$ cat src/hw/lqdt_pkg.sv
// constants and carrier types for the link queue data transfer block
package lqdt_pkg;
    localparam int UNIT_W = 32;
    localparam int LEN_W = 3;
    localparam int UID_W = 8;
    localparam int CNT_W = 3;
    localparam int SRC_DEPTH = 4;
    localparam int SNK_DEPTH = 4;
    localparam int DROP_W = 16;
    localparam logic [LEN_W-1:0] MAX_LEN_RST = 3'h4;
    localparam logic [CNT_W-1:0] SRC_K_RST = 3'h4;
    // register byte offsets
    localparam logic [7:0] REG_CTRL = 8'h00;
    localparam logic [7:0] REG_STAT = 8'h04;
    localparam logic [7:0] REG_DROP = 8'h08;
    localparam logic [7:0] REG_RXBUF = 8'h0C;
    // field positions
    localparam int CTRL_SRC_LSB = 0;
    localparam int CTRL_SNK_LSB = 2;
    localparam int CTRL_MODE_LSB = 4;
    localparam int CTRL_LEN_LSB = 8;
    localparam int CTRL_K_LSB = 12;
    localparam int STAT_STATE_LSB = 0;
    localparam int STAT_TX_LSB = 4;
    localparam int STAT_RX_LSB = 8;
    localparam int RXBUF_LEN_LSB = 0;

    typedef enum logic [1:0] {
        BIND_NONE = 2'h0, BIND_QUEUE = 2'h1, BIND_BUFFER = 2'h2
    } lqdt_bind_t;
    typedef enum logic [1:0] {
        MODE_UNORDERED = 2'h0, MODE_ORDERED = 2'h1, MODE_CLASSICAL = 2'h2, MODE_DISORDERED = 2'h3
    } lqdt_mode_t;
    typedef enum logic [2:0] {
        ST_SUCCESS = 3'h0, ST_QFULL = 3'h1, ST_LENGTH = 3'h2, ST_STATE = 3'h3,
        ST_RESET = 3'h4, ST_TIMEOUT = 3'h5, ST_UNSPEC = 3'h6
    } lqdt_status_t;
    typedef enum logic [1:0] {
        ORIG_USER = 2'h0, ORIG_PROV_REMOTE = 2'h1, ORIG_PROV_LOCAL = 2'h2, ORIG_UNKNOWN = 2'h3
    } lqdt_orig_t;
    typedef enum logic [1:0] {S_IDLE, S_CONNECTING, S_READY, S_DRAIN} lqdt_state_t;

    typedef struct packed {
        logic [LEN_W-1:0] len;
        logic [UNIT_W-1:0] data;
    } lqdt_sdu_t;
    typedef struct packed {
        logic [UID_W-1:0] uid;
        lqdt_sdu_t sdu;
    } lqdt_send_t;
    typedef struct packed {
        logic [UID_W-1:0] uid;
        lqdt_status_t status;
    } lqdt_cnf_t;
    typedef struct packed {
        logic [UID_W-1:0] uid;
        logic has_data;
        lqdt_sdu_t sdu;
    } lqdt_ind_t;
    typedef struct packed {
        logic [UID_W-1:0] uid;
        lqdt_orig_t orig;
    } lqdt_rel_t;
    typedef struct packed {
        lqdt_bind_t src;
        lqdt_bind_t snk;
        lqdt_mode_t mode;
        logic [LEN_W-1:0] max_len;
        logic [CNT_W-1:0] src_k;
    } lqdt_cfg_t;
    typedef struct packed {
        lqdt_state_t state;
        logic [CNT_W-1:0] tx_cnt;
        logic [CNT_W-1:0] rx_cnt;
        logic [DROP_W-1:0] drops;
        lqdt_sdu_t rxbuf;
    } lqdt_stat_t;
endpackage

$ cat src/hw/lqdt_fifo.sv
// synchronous fifo holding whole units for the send and receive queues
`timescale 1ns/10ps
module lqdt_fifo #(
    parameter int W = 8,
    parameter int DEPTH = 4,
    parameter int CW = 3
) (
    input wire logic clk,
    input wire logic srst,
    input wire logic flush,
    input wire logic push,
    input wire logic [W-1:0] wdata,
    input wire logic pop,
    output logic [W-1:0] rdata,
    output logic empty,
    output logic [CW-1:0] count
);
    localparam int AW = $clog2(DEPTH);
    logic [W-1:0] mem [DEPTH];
    logic [AW-1:0] rd_ptr;
    logic [AW-1:0] wr_ptr;
    logic [AW-1:0] next_rd_ptr;
    logic [AW-1:0] next_wr_ptr;
    logic [CW-1:0] next_count;
    logic do_push;
    logic do_pop;

    // depth must be a power of two so the pointers wrap by themselves
    always_comb begin
        do_push = push && (count < CW'(DEPTH)) && !flush;
        do_pop = pop && !empty && !flush;
        next_rd_ptr = rd_ptr;
        next_wr_ptr = wr_ptr;
        next_count = count;
        if (flush) begin
            next_rd_ptr = '0;
            next_wr_ptr = '0;
            next_count = '0;
        end else begin
            if (do_push) begin
                next_wr_ptr = wr_ptr + 1'b1;
            end
            if (do_pop) begin
                next_rd_ptr = rd_ptr + 1'b1;
            end
            next_count = count + CW'(do_push) - CW'(do_pop);
        end
    end

    always_ff @(posedge clk) begin
        if (srst) begin
            rd_ptr <= '0;
            wr_ptr <= '0;
            count <= '0;
        end else begin
            rd_ptr <= next_rd_ptr;
            wr_ptr <= next_wr_ptr;
            count <= next_count;
        end
    end

    always_ff @(posedge clk) begin
        if (do_push) begin
            mem[wr_ptr] <= wdata;
        end
    end

    assign rdata = mem[rd_ptr];
    assign empty = (count == '0);
endmodule

$ cat src/hw/lqdt_apb.sv
// apb slave holding the configuration register and reading back status
`timescale 1ns/10ps
module lqdt_apb (
    input wire logic clk,
    input wire logic srst,
    input wire logic psel,
    input wire logic penable,
    input wire logic pwrite,
    input wire logic [7:0] paddr,
    input wire logic [31:0] pwdata,
    output logic [31:0] prdata,
    output logic pready,
    output logic pslverr,
    output lqdt_pkg::lqdt_cfg_t cfg,
    input wire lqdt_pkg::lqdt_stat_t stat
);
    import lqdt_pkg::*;
    lqdt_cfg_t next_cfg;
    logic [31:0] next_prdata;
    logic [31:0] rd_word;
    logic mapped;
    logic read_only;

    always_comb begin
        rd_word = 32'h0;
        mapped = 1'b1;
        read_only = 1'b1;
        case (paddr)
            REG_CTRL: begin
                read_only = 1'b0;
                rd_word[CTRL_SRC_LSB +: 2] = cfg.src;
                rd_word[CTRL_SNK_LSB +: 2] = cfg.snk;
                rd_word[CTRL_MODE_LSB +: 2] = cfg.mode;
                rd_word[CTRL_LEN_LSB +: LEN_W] = cfg.max_len;
                rd_word[CTRL_K_LSB +: CNT_W] = cfg.src_k;
            end
            REG_STAT: begin
                rd_word[STAT_STATE_LSB +: 2] = stat.state;
                rd_word[STAT_TX_LSB +: CNT_W] = stat.tx_cnt;
                rd_word[STAT_RX_LSB +: CNT_W] = stat.rx_cnt;
            end
            REG_DROP: rd_word[DROP_W-1:0] = stat.drops;
            REG_RXBUF: rd_word[RXBUF_LEN_LSB +: UNIT_W] = stat.rxbuf.data;
            default: mapped = 1'b0;
        endcase
        next_cfg = cfg;
        next_prdata = prdata;
        // read data is captured in the setup phase so it comes from a flop
        if (psel && !penable) begin
            next_prdata = rd_word;
        end
        if (psel && penable && pwrite && paddr == REG_CTRL) begin
            next_cfg.src = lqdt_bind_t'(pwdata[CTRL_SRC_LSB +: 2]);
            next_cfg.snk = lqdt_bind_t'(pwdata[CTRL_SNK_LSB +: 2]);
            next_cfg.mode = lqdt_mode_t'(pwdata[CTRL_MODE_LSB +: 2]);
            next_cfg.max_len = pwdata[CTRL_LEN_LSB +: LEN_W];
            next_cfg.src_k = pwdata[CTRL_K_LSB +: CNT_W];
        end
    end

    always_ff @(posedge clk) begin
        if (srst) begin
            cfg <= '{BIND_NONE, BIND_NONE, MODE_UNORDERED, MAX_LEN_RST, SRC_K_RST};
            prdata <= 32'h0;
        end else begin
            cfg <= next_cfg;
            prdata <= next_prdata;
        end
    end

    assign pready = 1'b1;
    assign pslverr = psel && penable && (!mapped || (pwrite && read_only));
endmodule

$ cat src/hw/lqdt_top.sv
// link queue data transfer: release handling, send queue and receive queue
// Behaviour
// - release caused by a user refusal carries the user originator
// - provider unable to set up signals release with provider originator
// - units move both ways at once with their boundaries kept
// - send with buffer source is invalid; connection ends with release
// - bound source queue of depth K refuses a send when holding K
// - queued units go out first chance, strictly in queue order
// - no buffer write on queue source; depth bounds unconfirmed sends
// - unbound source uses an implicit queue and fails when full
// - send into a full queue is refused at once with failure status
// - bound sink queue takes the unit; indication carries no payload
// - unbound sink buffers the unit then delivers it in the indication
// - buffer bound as sink: never a data indication
// - unordered or ordered: unqueueable unit dropped, no indication
// - classical or disordered: unqueueable unit held until delivered or reset
// - send status is one of seven values
// - sends accepted only when ready for data transfer, else state failure; during drain the send is held off (send_ready low) instead
// - data indication reports the identifier from connection setup
// - outstanding send confirms come before the release indication
//
// Our own choices: the APB register port and the address map.
`timescale 1ns/10ps
module lqdt_top (
    input wire logic clk,
    input wire logic srst,
    input wire logic psel,
    input wire logic penable,
    input wire logic pwrite,
    input wire logic [7:0] paddr,
    input wire logic [31:0] pwdata,
    output logic [31:0] prdata,
    output logic pready,
    output logic pslverr,
    input wire logic conn_req,
    input wire logic [lqdt_pkg::UID_W-1:0] conn_uid,
    input wire logic peer_conn_ok,
    input wire logic peer_conn_fail,
    input wire logic peer_rel,
    input wire logic rel_req,
    output logic conn_up,
    output logic rel_ind,
    output lqdt_pkg::lqdt_rel_t rel_info,
    input wire logic send_valid,
    input wire lqdt_pkg::lqdt_send_t send,
    output logic send_ready,
    output logic cnf_valid,
    output lqdt_pkg::lqdt_cnf_t cnf,
    output logic ind_valid,
    output lqdt_pkg::lqdt_ind_t ind,
    input wire logic ind_ready,
    input wire logic qread_req,
    output logic qread_valid,
    output lqdt_pkg::lqdt_ind_t qread_data,
    output logic tx_valid,
    output lqdt_pkg::lqdt_sdu_t tx_sdu,
    input wire logic tx_ready,
    input wire logic rx_valid,
    input wire lqdt_pkg::lqdt_sdu_t rx_sdu,
    output logic rx_ready,
    input wire logic rx_abort
);
    import lqdt_pkg::*;

    lqdt_cfg_t cfg;
    lqdt_stat_t stat;
    lqdt_state_t state, next_state;
    logic [UID_W-1:0] uid, next_uid;
    logic drain_ind, next_drain_ind;
    lqdt_orig_t drain_orig, next_drain_orig;
    logic next_conn_up, next_rel_ind, next_cnf_valid, next_qind, qind;
    lqdt_rel_t next_rel_info;
    lqdt_cnf_t next_cnf;
    logic next_qread_valid;
    lqdt_ind_t next_qread_data;
    logic [DROP_W-1:0] drops, next_drops;
    lqdt_sdu_t rxbuf, next_rxbuf;
    logic tx_push, tx_pop, tx_flush, tx_empty, tx_full, tx_done;
    logic rx_push, rx_pop, rx_flush, rx_empty, rx_full, rx_take;
    logic [CNT_W-1:0] tx_cnt, rx_cnt;
    logic [$bits(lqdt_send_t)-1:0] tx_rdata;
    logic [$bits(lqdt_sdu_t)-1:0] rx_rdata;
    lqdt_send_t tx_head;
    lqdt_sdu_t rx_head;
    logic send_take, len_bad, lossy, implicit_rx;

    // ****************************************************************
    // register slave and queues
    // ****************************************************************
    lqdt_apb u_apb (
        .clk(clk), .srst(srst), .psel(psel), .penable(penable), .pwrite(pwrite),
        .paddr(paddr), .pwdata(pwdata), .prdata(prdata), .pready(pready),
        .pslverr(pslverr), .cfg(cfg), .stat(stat)
    );

    lqdt_fifo #(.W($bits(lqdt_send_t)), .DEPTH(SRC_DEPTH), .CW(CNT_W)) u_txq (
        .clk(clk), .srst(srst), .flush(tx_flush), .push(tx_push), .wdata(send),
        .pop(tx_pop), .rdata(tx_rdata), .empty(tx_empty), .count(tx_cnt)
    );

    lqdt_fifo #(.W($bits(lqdt_sdu_t)), .DEPTH(SNK_DEPTH), .CW(CNT_W)) u_rxq (
        .clk(clk), .srst(srst), .flush(rx_flush), .push(rx_push), .wdata(rx_sdu),
        .pop(rx_pop), .rdata(rx_rdata), .empty(rx_empty), .count(rx_cnt)
    );

    assign tx_head = tx_rdata;
    assign rx_head = rx_rdata;
    assign stat = '{state, tx_cnt, rx_cnt, drops, rxbuf};

    // ****************************************************************
    // send side
    // ****************************************************************
    // a bound queue is capped at K, the implicit one at the full depth
    assign tx_full = (cfg.src == BIND_QUEUE) ? (tx_cnt >= cfg.src_k)
                                             : (tx_cnt == CNT_W'(SRC_DEPTH));
    assign tx_valid = (state == S_READY) && !tx_empty;
    assign tx_sdu = tx_head.sdu;
    assign tx_done = tx_valid && tx_ready;
    // a send is held off while a transmit confirm takes the confirm port
    assign send_ready = (state != S_DRAIN) && !tx_done;
    assign send_take = send_valid && send_ready;
    assign len_bad = (send.sdu.len == '0) || (send.sdu.len > cfg.max_len);
    assign tx_push = send_take && (state == S_READY) && (cfg.src != BIND_BUFFER)
                     && !len_bad && !tx_full;
    assign tx_pop = tx_done || (state == S_DRAIN && !tx_empty);
    assign tx_flush = (state == S_DRAIN) && tx_empty;

    // ****************************************************************
    // receive side
    // ****************************************************************
    assign rx_full = (rx_cnt == CNT_W'(SNK_DEPTH));
    assign lossy = (cfg.mode == MODE_UNORDERED) || (cfg.mode == MODE_ORDERED);
    assign implicit_rx = (cfg.snk == BIND_NONE);
    // holding off the link keeps the unit at the sender until room appears
    assign rx_ready = (state != S_READY) || (cfg.snk == BIND_BUFFER) || !rx_full
                      || lossy;
    assign rx_take = rx_valid && rx_ready && (state == S_READY);
    assign rx_push = rx_take && (cfg.snk != BIND_BUFFER) && !rx_full;
    assign rx_flush = rx_abort || tx_flush;
    assign rx_pop = implicit_rx ? (ind_valid && !qind && ind_ready)
                                : (qread_req && cfg.snk == BIND_QUEUE);
    assign ind_valid = qind || (implicit_rx && !rx_empty && state == S_READY);
    always_comb begin
        ind.uid = uid;
        ind.has_data = !qind;
        ind.sdu = qind ? '0 : rx_head;
    end

    // ****************************************************************
    // connection state and primitive outputs
    // ****************************************************************
    always_comb begin
        next_state = state;
        next_uid = uid;
        next_drain_ind = drain_ind;
        next_drain_orig = drain_orig;
        next_conn_up = 1'b0;
        next_rel_ind = 1'b0;
        next_rel_info = rel_info;
        next_cnf_valid = 1'b0;
        next_cnf = cnf;
        next_qind = rx_push && cfg.snk == BIND_QUEUE;
        next_drops = drops;
        next_rxbuf = rxbuf;
        next_qread_valid = qread_req;
        next_qread_data = qread_data;
        if (qread_req) begin
            next_qread_data = '{uid, !rx_empty, rx_empty ? '0 : rx_head};
        end
        if (rx_take && cfg.snk == BIND_BUFFER) begin
            next_rxbuf = rx_sdu;
        end
        if (rx_take && cfg.snk != BIND_BUFFER && rx_full) begin
            next_drops = drops + 1'b1;
        end
        if (send_take) begin
            next_cnf_valid = !tx_push;
            next_cnf.uid = send.uid;
            if (state != S_READY) begin
                next_cnf.status = ST_STATE;
            end else if (cfg.src == BIND_BUFFER) begin
                next_cnf.status = ST_UNSPEC;
            end else if (len_bad) begin
                next_cnf.status = ST_LENGTH;
            end else begin
                next_cnf.status = ST_QFULL;
            end
        end
        if (tx_done) begin
            next_cnf_valid = 1'b1;
            next_cnf = '{tx_head.uid, ST_SUCCESS};
        end
        case (state)
            S_IDLE: begin
                if (conn_req) begin
                    next_uid = conn_uid;
                    next_state = S_CONNECTING;
                end
            end
            S_CONNECTING: begin
                if (rel_req) begin
                    next_state = S_IDLE;
                end else if (peer_conn_fail) begin
                    next_rel_ind = 1'b1;
                    next_rel_info = '{uid, ORIG_PROV_LOCAL};
                    next_state = S_IDLE;
                end else if (peer_rel) begin
                    next_rel_ind = 1'b1;
                    next_rel_info = '{uid, ORIG_USER};
                    next_state = S_IDLE;
                end else if (peer_conn_ok) begin
                    next_conn_up = 1'b1;
                    next_state = S_READY;
                end
            end
            S_READY: begin
                if (rel_req) begin
                    next_drain_ind = 1'b0;
                    next_state = S_DRAIN;
                end else if (send_take && cfg.src == BIND_BUFFER) begin
                    next_drain_ind = 1'b1;
                    next_drain_orig = ORIG_PROV_LOCAL;
                    next_state = S_DRAIN;
                end else if (peer_rel) begin
                    next_drain_ind = 1'b1;
                    next_drain_orig = ORIG_USER;
                    next_state = S_DRAIN;
                end
            end
            S_DRAIN: begin
                // every unsent unit is confirmed before the release shows
                if (!tx_empty) begin
                    next_cnf_valid = 1'b1;
                    next_cnf = '{tx_head.uid, ST_RESET};
                end else begin
                    next_rel_ind = drain_ind;
                    next_rel_info = '{uid, drain_orig};
                    next_state = S_IDLE;
                end
            end
            default: next_state = S_IDLE;
        endcase
    end

    always_ff @(posedge clk) begin
        if (srst) begin
            state <= S_IDLE;
            uid <= '0;
            drain_ind <= 1'b0;
            drain_orig <= ORIG_UNKNOWN;
            conn_up <= 1'b0;
            rel_ind <= 1'b0;
            rel_info <= '{'0, ORIG_UNKNOWN};
            cnf_valid <= 1'b0;
            cnf <= '{'0, ST_SUCCESS};
            qind <= 1'b0;
            drops <= '0;
            rxbuf <= '0;
            qread_valid <= 1'b0;
            qread_data <= '0;
        end else begin
            state <= next_state;
            uid <= next_uid;
            drain_ind <= next_drain_ind;
            drain_orig <= next_drain_orig;
            conn_up <= next_conn_up;
            rel_ind <= next_rel_ind;
            rel_info <= next_rel_info;
            cnf_valid <= next_cnf_valid;
            cnf <= next_cnf;
            qind <= next_qind;
            drops <= next_drops;
            rxbuf <= next_rxbuf;
            qread_valid <= next_qread_valid;
            qread_data <= next_qread_data;
        end
    end
endmodule

$ cat config.mk
export PLATFORM = sky130hd
export DESIGN_NAME = lqdt_top
export DESIGN_NICKNAME = d
export VERILOG_FILES = /design/src/hw/lqdt_pkg.sv /design/src/hw/lqdt_fifo.sv /design/src/hw/lqdt_apb.sv /design/src/hw/lqdt_top.sv
export SDC_FILE = /design/constraint.sdc
export NUM_CORES = 1
export LEC_CHECK = 0
export BUFFER_PORTS_ARGS = -buffer_cell sky130_fd_sc_hd__clkbuf_2
export CORE_MARGIN = 8
export CORE_UTILIZATION = 35
export CTS_BUF_LIST = sky130_fd_sc_hd__clkbuf_8
export CTS_CLUSTER_SIZE = 28
export DETAILED_ROUTE_END_ITERATION = 6
export PLACE_DENSITY = 0.65
export SYNTH_ARGS = -nofsm -noshare
export SYNTH_HDL_FRONTEND = slang
export SYNTH_SLANG_ARGS = --single-unit
$ cat constraint.sdc
create_clock -name clk -period 3.8 [get_ports clk]
set_clock_uncertainty 0.05 [all_clocks]
set_input_delay 0.19 -clock clk [delete_from_list [all_inputs] [get_ports clk]]
set_output_delay 0.19 -clock clk [all_outputs]
set_load 0.01 [all_outputs]
==> impl_metrics.tcl <==
set metrics [dict create \
    cp-end-kind "flip-flop" \
    finalHoldViolations 0 \
    async_flop_share_pct 0 \
    p_int_w 0.00846 \
    slew_headroom_pct 30.6 \
    synth_edf_count 312 \
    crit_fanout 6 \
    timing.rr.end "u_txq.count[2]" \
    seqPwrFrac_pct 53.7 \
    cts_buffer_depth 3 \
    sw_frac_of_total_pct 22.3 \
    groute.usage.overall_pct 15.4 \
    synth-compound-area-share_pct 5.90 \
    nets 1954 \
    htreeDepth 3 \
    cp-endpoint "u_txq.count[2]" \
    synthAdderAreaFrac_pct 1.42 \
    portBuffers 306 \
    cts_tree "done" \
    initial_utilization_pct 35.4 \
    critPathLaunch "u_txq.count[0]" \
    drv_cap 0 \
    share_comb_of_total_power_pct 3.5 \
    grt_first_pass_wirelength_um 77100 \
    drc 0 \
    postRouteAntennaNets 0 \
    rsz0062_at_grt "no" \
    tightest_slew_ps 1040 \
    synth_area_per_cell_um2 14.6 \
    core_area_mm2 0.0551 \
    grt-ovfl-total 0 \
    cts_buffers 85 \
    cellLeakagePower_nw 9.20 \
    muxShareOfSynthArea_pct 12.2 \
    mostFrequentLayoutCell "edfxtp_1" \
    final_cell_mix "edfxtp_1 (312), clkbuf_2 (305), dfxtp_1 (189)" \
    stdcell_area_mm2 0.0248 \
    finalMaxSlewViolations 0 \
    clk_latency_ps 650 \
    power.density_mw_per_mm2 439 \
    irDropWorstVdd_v 0.000349 \
    fin_util_pct 45.0 \
    boundaryPins 328 \
    die_w_um 252 \
    viasPerCell 4.89 \
    post_dp_cell_area_mm2 0.0219 \
    grt_max_degree 96 \
    critical_path_class "flip-flop to flip-flop" \
    power.switching_w 0.00242 \
    required_ps 4290 \
    synth-simple-area-share_pct 9.04 \
    drt_pass1_iterations 7 \
    grt_pass1_vias 13400 \
    r2r_slack_ps 740 \
    min_period_over_period_pct 80.6 \
    syn_inst 1336 \
    ys_seq_elements 505 \
    p_clk_share_pct 42.8 \
    dp_hpwl_um 33900 \
    die_h_um 252 \
    area_growth_pct 27.1 \
    outcome "complete, no violations" \
    hold_path.class "input pin to flip-flop" \
    rows 86 \
    vias 12800 \
    fp.dieArea_mm2 0.0636 \
    start_kind "flip-flop" \
    synth_warnings 0 \
    clk_pin_slew_ps 60 \
    nFillCells 4973 \
    dp_slack_ps 724 \
    wl_per_cell_um 19.2 \
    syn_area_mm2 0.0195 \
    cts_resized 0 \
    cts.sinks 505 \
    hold_slack_ps 69.0 \
    antenna_found_initial 7 \
    cts_root_buffer "clkbuf_8" \
    r2r-start "u_txq.count[0]" \
    fmax_ghz 0.327 \
    drive_above_1_share_pct 30.6 \
    yosysSeqAreaShare_pct 67.8 \
    post-cts-setup-buffers 0 \
    arrival_ps 3550 \
    setup_violations 0 \
    drt-total-wl_um 50300 \
    synth_ff_type "edfxtp_1" \
    synth_top_family_by_area "multiplexers" \
    min_period_ps 3060 \
    routabilityCongestion 0.784 \
    synthesis.nets 1499 \
    drt_iter0_markers 764 \
    synth_xor_area_share_pct 0.943 \
    setup_slack_ps 739 \
    rr_worst_depth 12 \
    synth_cell_types 74 \
    fin_setup_tns_ps 0 \
]
-- power groups by stage --
stage               registers, W  logic [W]  clock network, W
finish                   0.00584   0.000383           0.00466
global route             0.00584   0.000417           0.00504
CTS                      0.00584   0.000386           0.00478
detailed placement       0.00596   0.000278                 0
global placement         0.00596   0.000266                 0
floorplan                0.00596   0.000120                 0
-- cell type report --
type | count | area [um2] | share of cell area, %
Clock buffer | 98 | 1350 | 5.44
Timing Repair Buffer | 454 | 3030 | 12.2
Inverter | 30 | 113 | 0.454
Clock inverter | 61 | 337 | 1.36
Multi-Input combinational cell | 715 | 5780 | 23.3
Antenna cell | 6 | 15.0 | 0.0605
Sequential cell | 505 | 13200 | 53.4
Tap cell | 748 | 936 | 3.77
-- how the worst min path moves through the flow --
| stage | start | endpoint | depth (start not counted) |
|---|---|---|---|
| floorplan | rx_sdu[0] | u_rxq.mem[0][0] | 0 |
| global placement | rx_sdu[34] | u_rxq.mem[3][34] | 1 |
| detailed placement | rx_sdu[34] | u_rxq.mem[1][34] | 1 |
| CTS | paddr[4] | u_apb.prdata[15] | 6 |
| global route | paddr[4] | u_apb.prdata[15] | 6 |
| finish | paddr[4] | u_apb.prdata[15] | 6 |
-- critical path, stage by stage, from the launching register on --
cell and delay [ps]:
dfxtp_1 470, inv_1 120, ha_1 280, nand2b_1 140, a211oi_1 380, o2111ai_1 220, nor3_1 310, ha_1 210
inv_1 40, fa_1 370, xor2_1 180, xnor2_1 130, nor2_1 50
-- cells in the mapped netlist (5+ instances only) --
master    count  area share, %
a21oi_1      48            1.2
a22o_1        5           0.22
a22oi_1      64            2.5
a311oi_1      8           0.36
and2_1       47            1.5
and3_1        9           0.29
buf_1         5          0.096
buf_2        22           0.56
buf_4        11           0.42
clkbuf_1     46           0.88
dfxtp_1     193             20
edfxtp_1    312             48
ha_1         19            1.2
inv_1        29           0.56
mux2_2        6           0.35
mux2i_1      40            2.1
mux4_2       84            9.7
nand2_1     100            1.9
nand2b_1      8           0.26
nand3_1      11           0.28
nand4_1       9           0.29
nor2_1      157            3.0
nor3_1       11           0.28
o21ai_0       9           0.23
xnor2_1       7           0.31
xor2_1       14           0.63
-- layer usage --
layer | share of wire [%] | global-route usage [%] | vias to the layer above
li1 | - | - | 5906
met1 | 42 | 19.1 | 6390
met2 | 48 | 25.3 | 401
met3 | 7.6 | 4.85 | 89
met4 | 2.7 | 5.49 | 4
met5 | 0.046 | 0 | -
-- through the flow --
stage                     total power (W)  instances
final                              0.0109       2617
after global routing               0.0113       2616
after CTS                          0.0110       2611
after detailed placement          0.00624       2328
after global placement            0.00622       2328
after floorplan                   0.00608       1336
-- kinds of logic (layout without fill, tap and decap cells) --
kind of cell               Yosys count  in the layout
muxes                              131            131
xor gates and xnor gates            21             21
other                                1              7
buffers and inverters              116            643
AOI/OAI and AO/OA                  164            164
and+or+nand+nor                    377            377
DFF                                505            505
adders and majority gates           21             21
-- flip-flops by register name, indices dropped and copies added (netlist names), 3 cells and up, named ones only --
signal	flops
u_txq.mem	172
u_rxq.mem	140
qread_data	44
rxbuf	32
u_apb.prdata	32
drops	16
u_apb.cfg	12
cnf	11
rel_info	10
uid	8
u_rxq.count	3
u_txq.count	3
-- timing repair --
item	in CTS	in global routing
endpoints found under the setup margin	0	0
endpoints found under the hold margin	438	0
hold buffers	124	0
(Power assumes the default switching activity.)
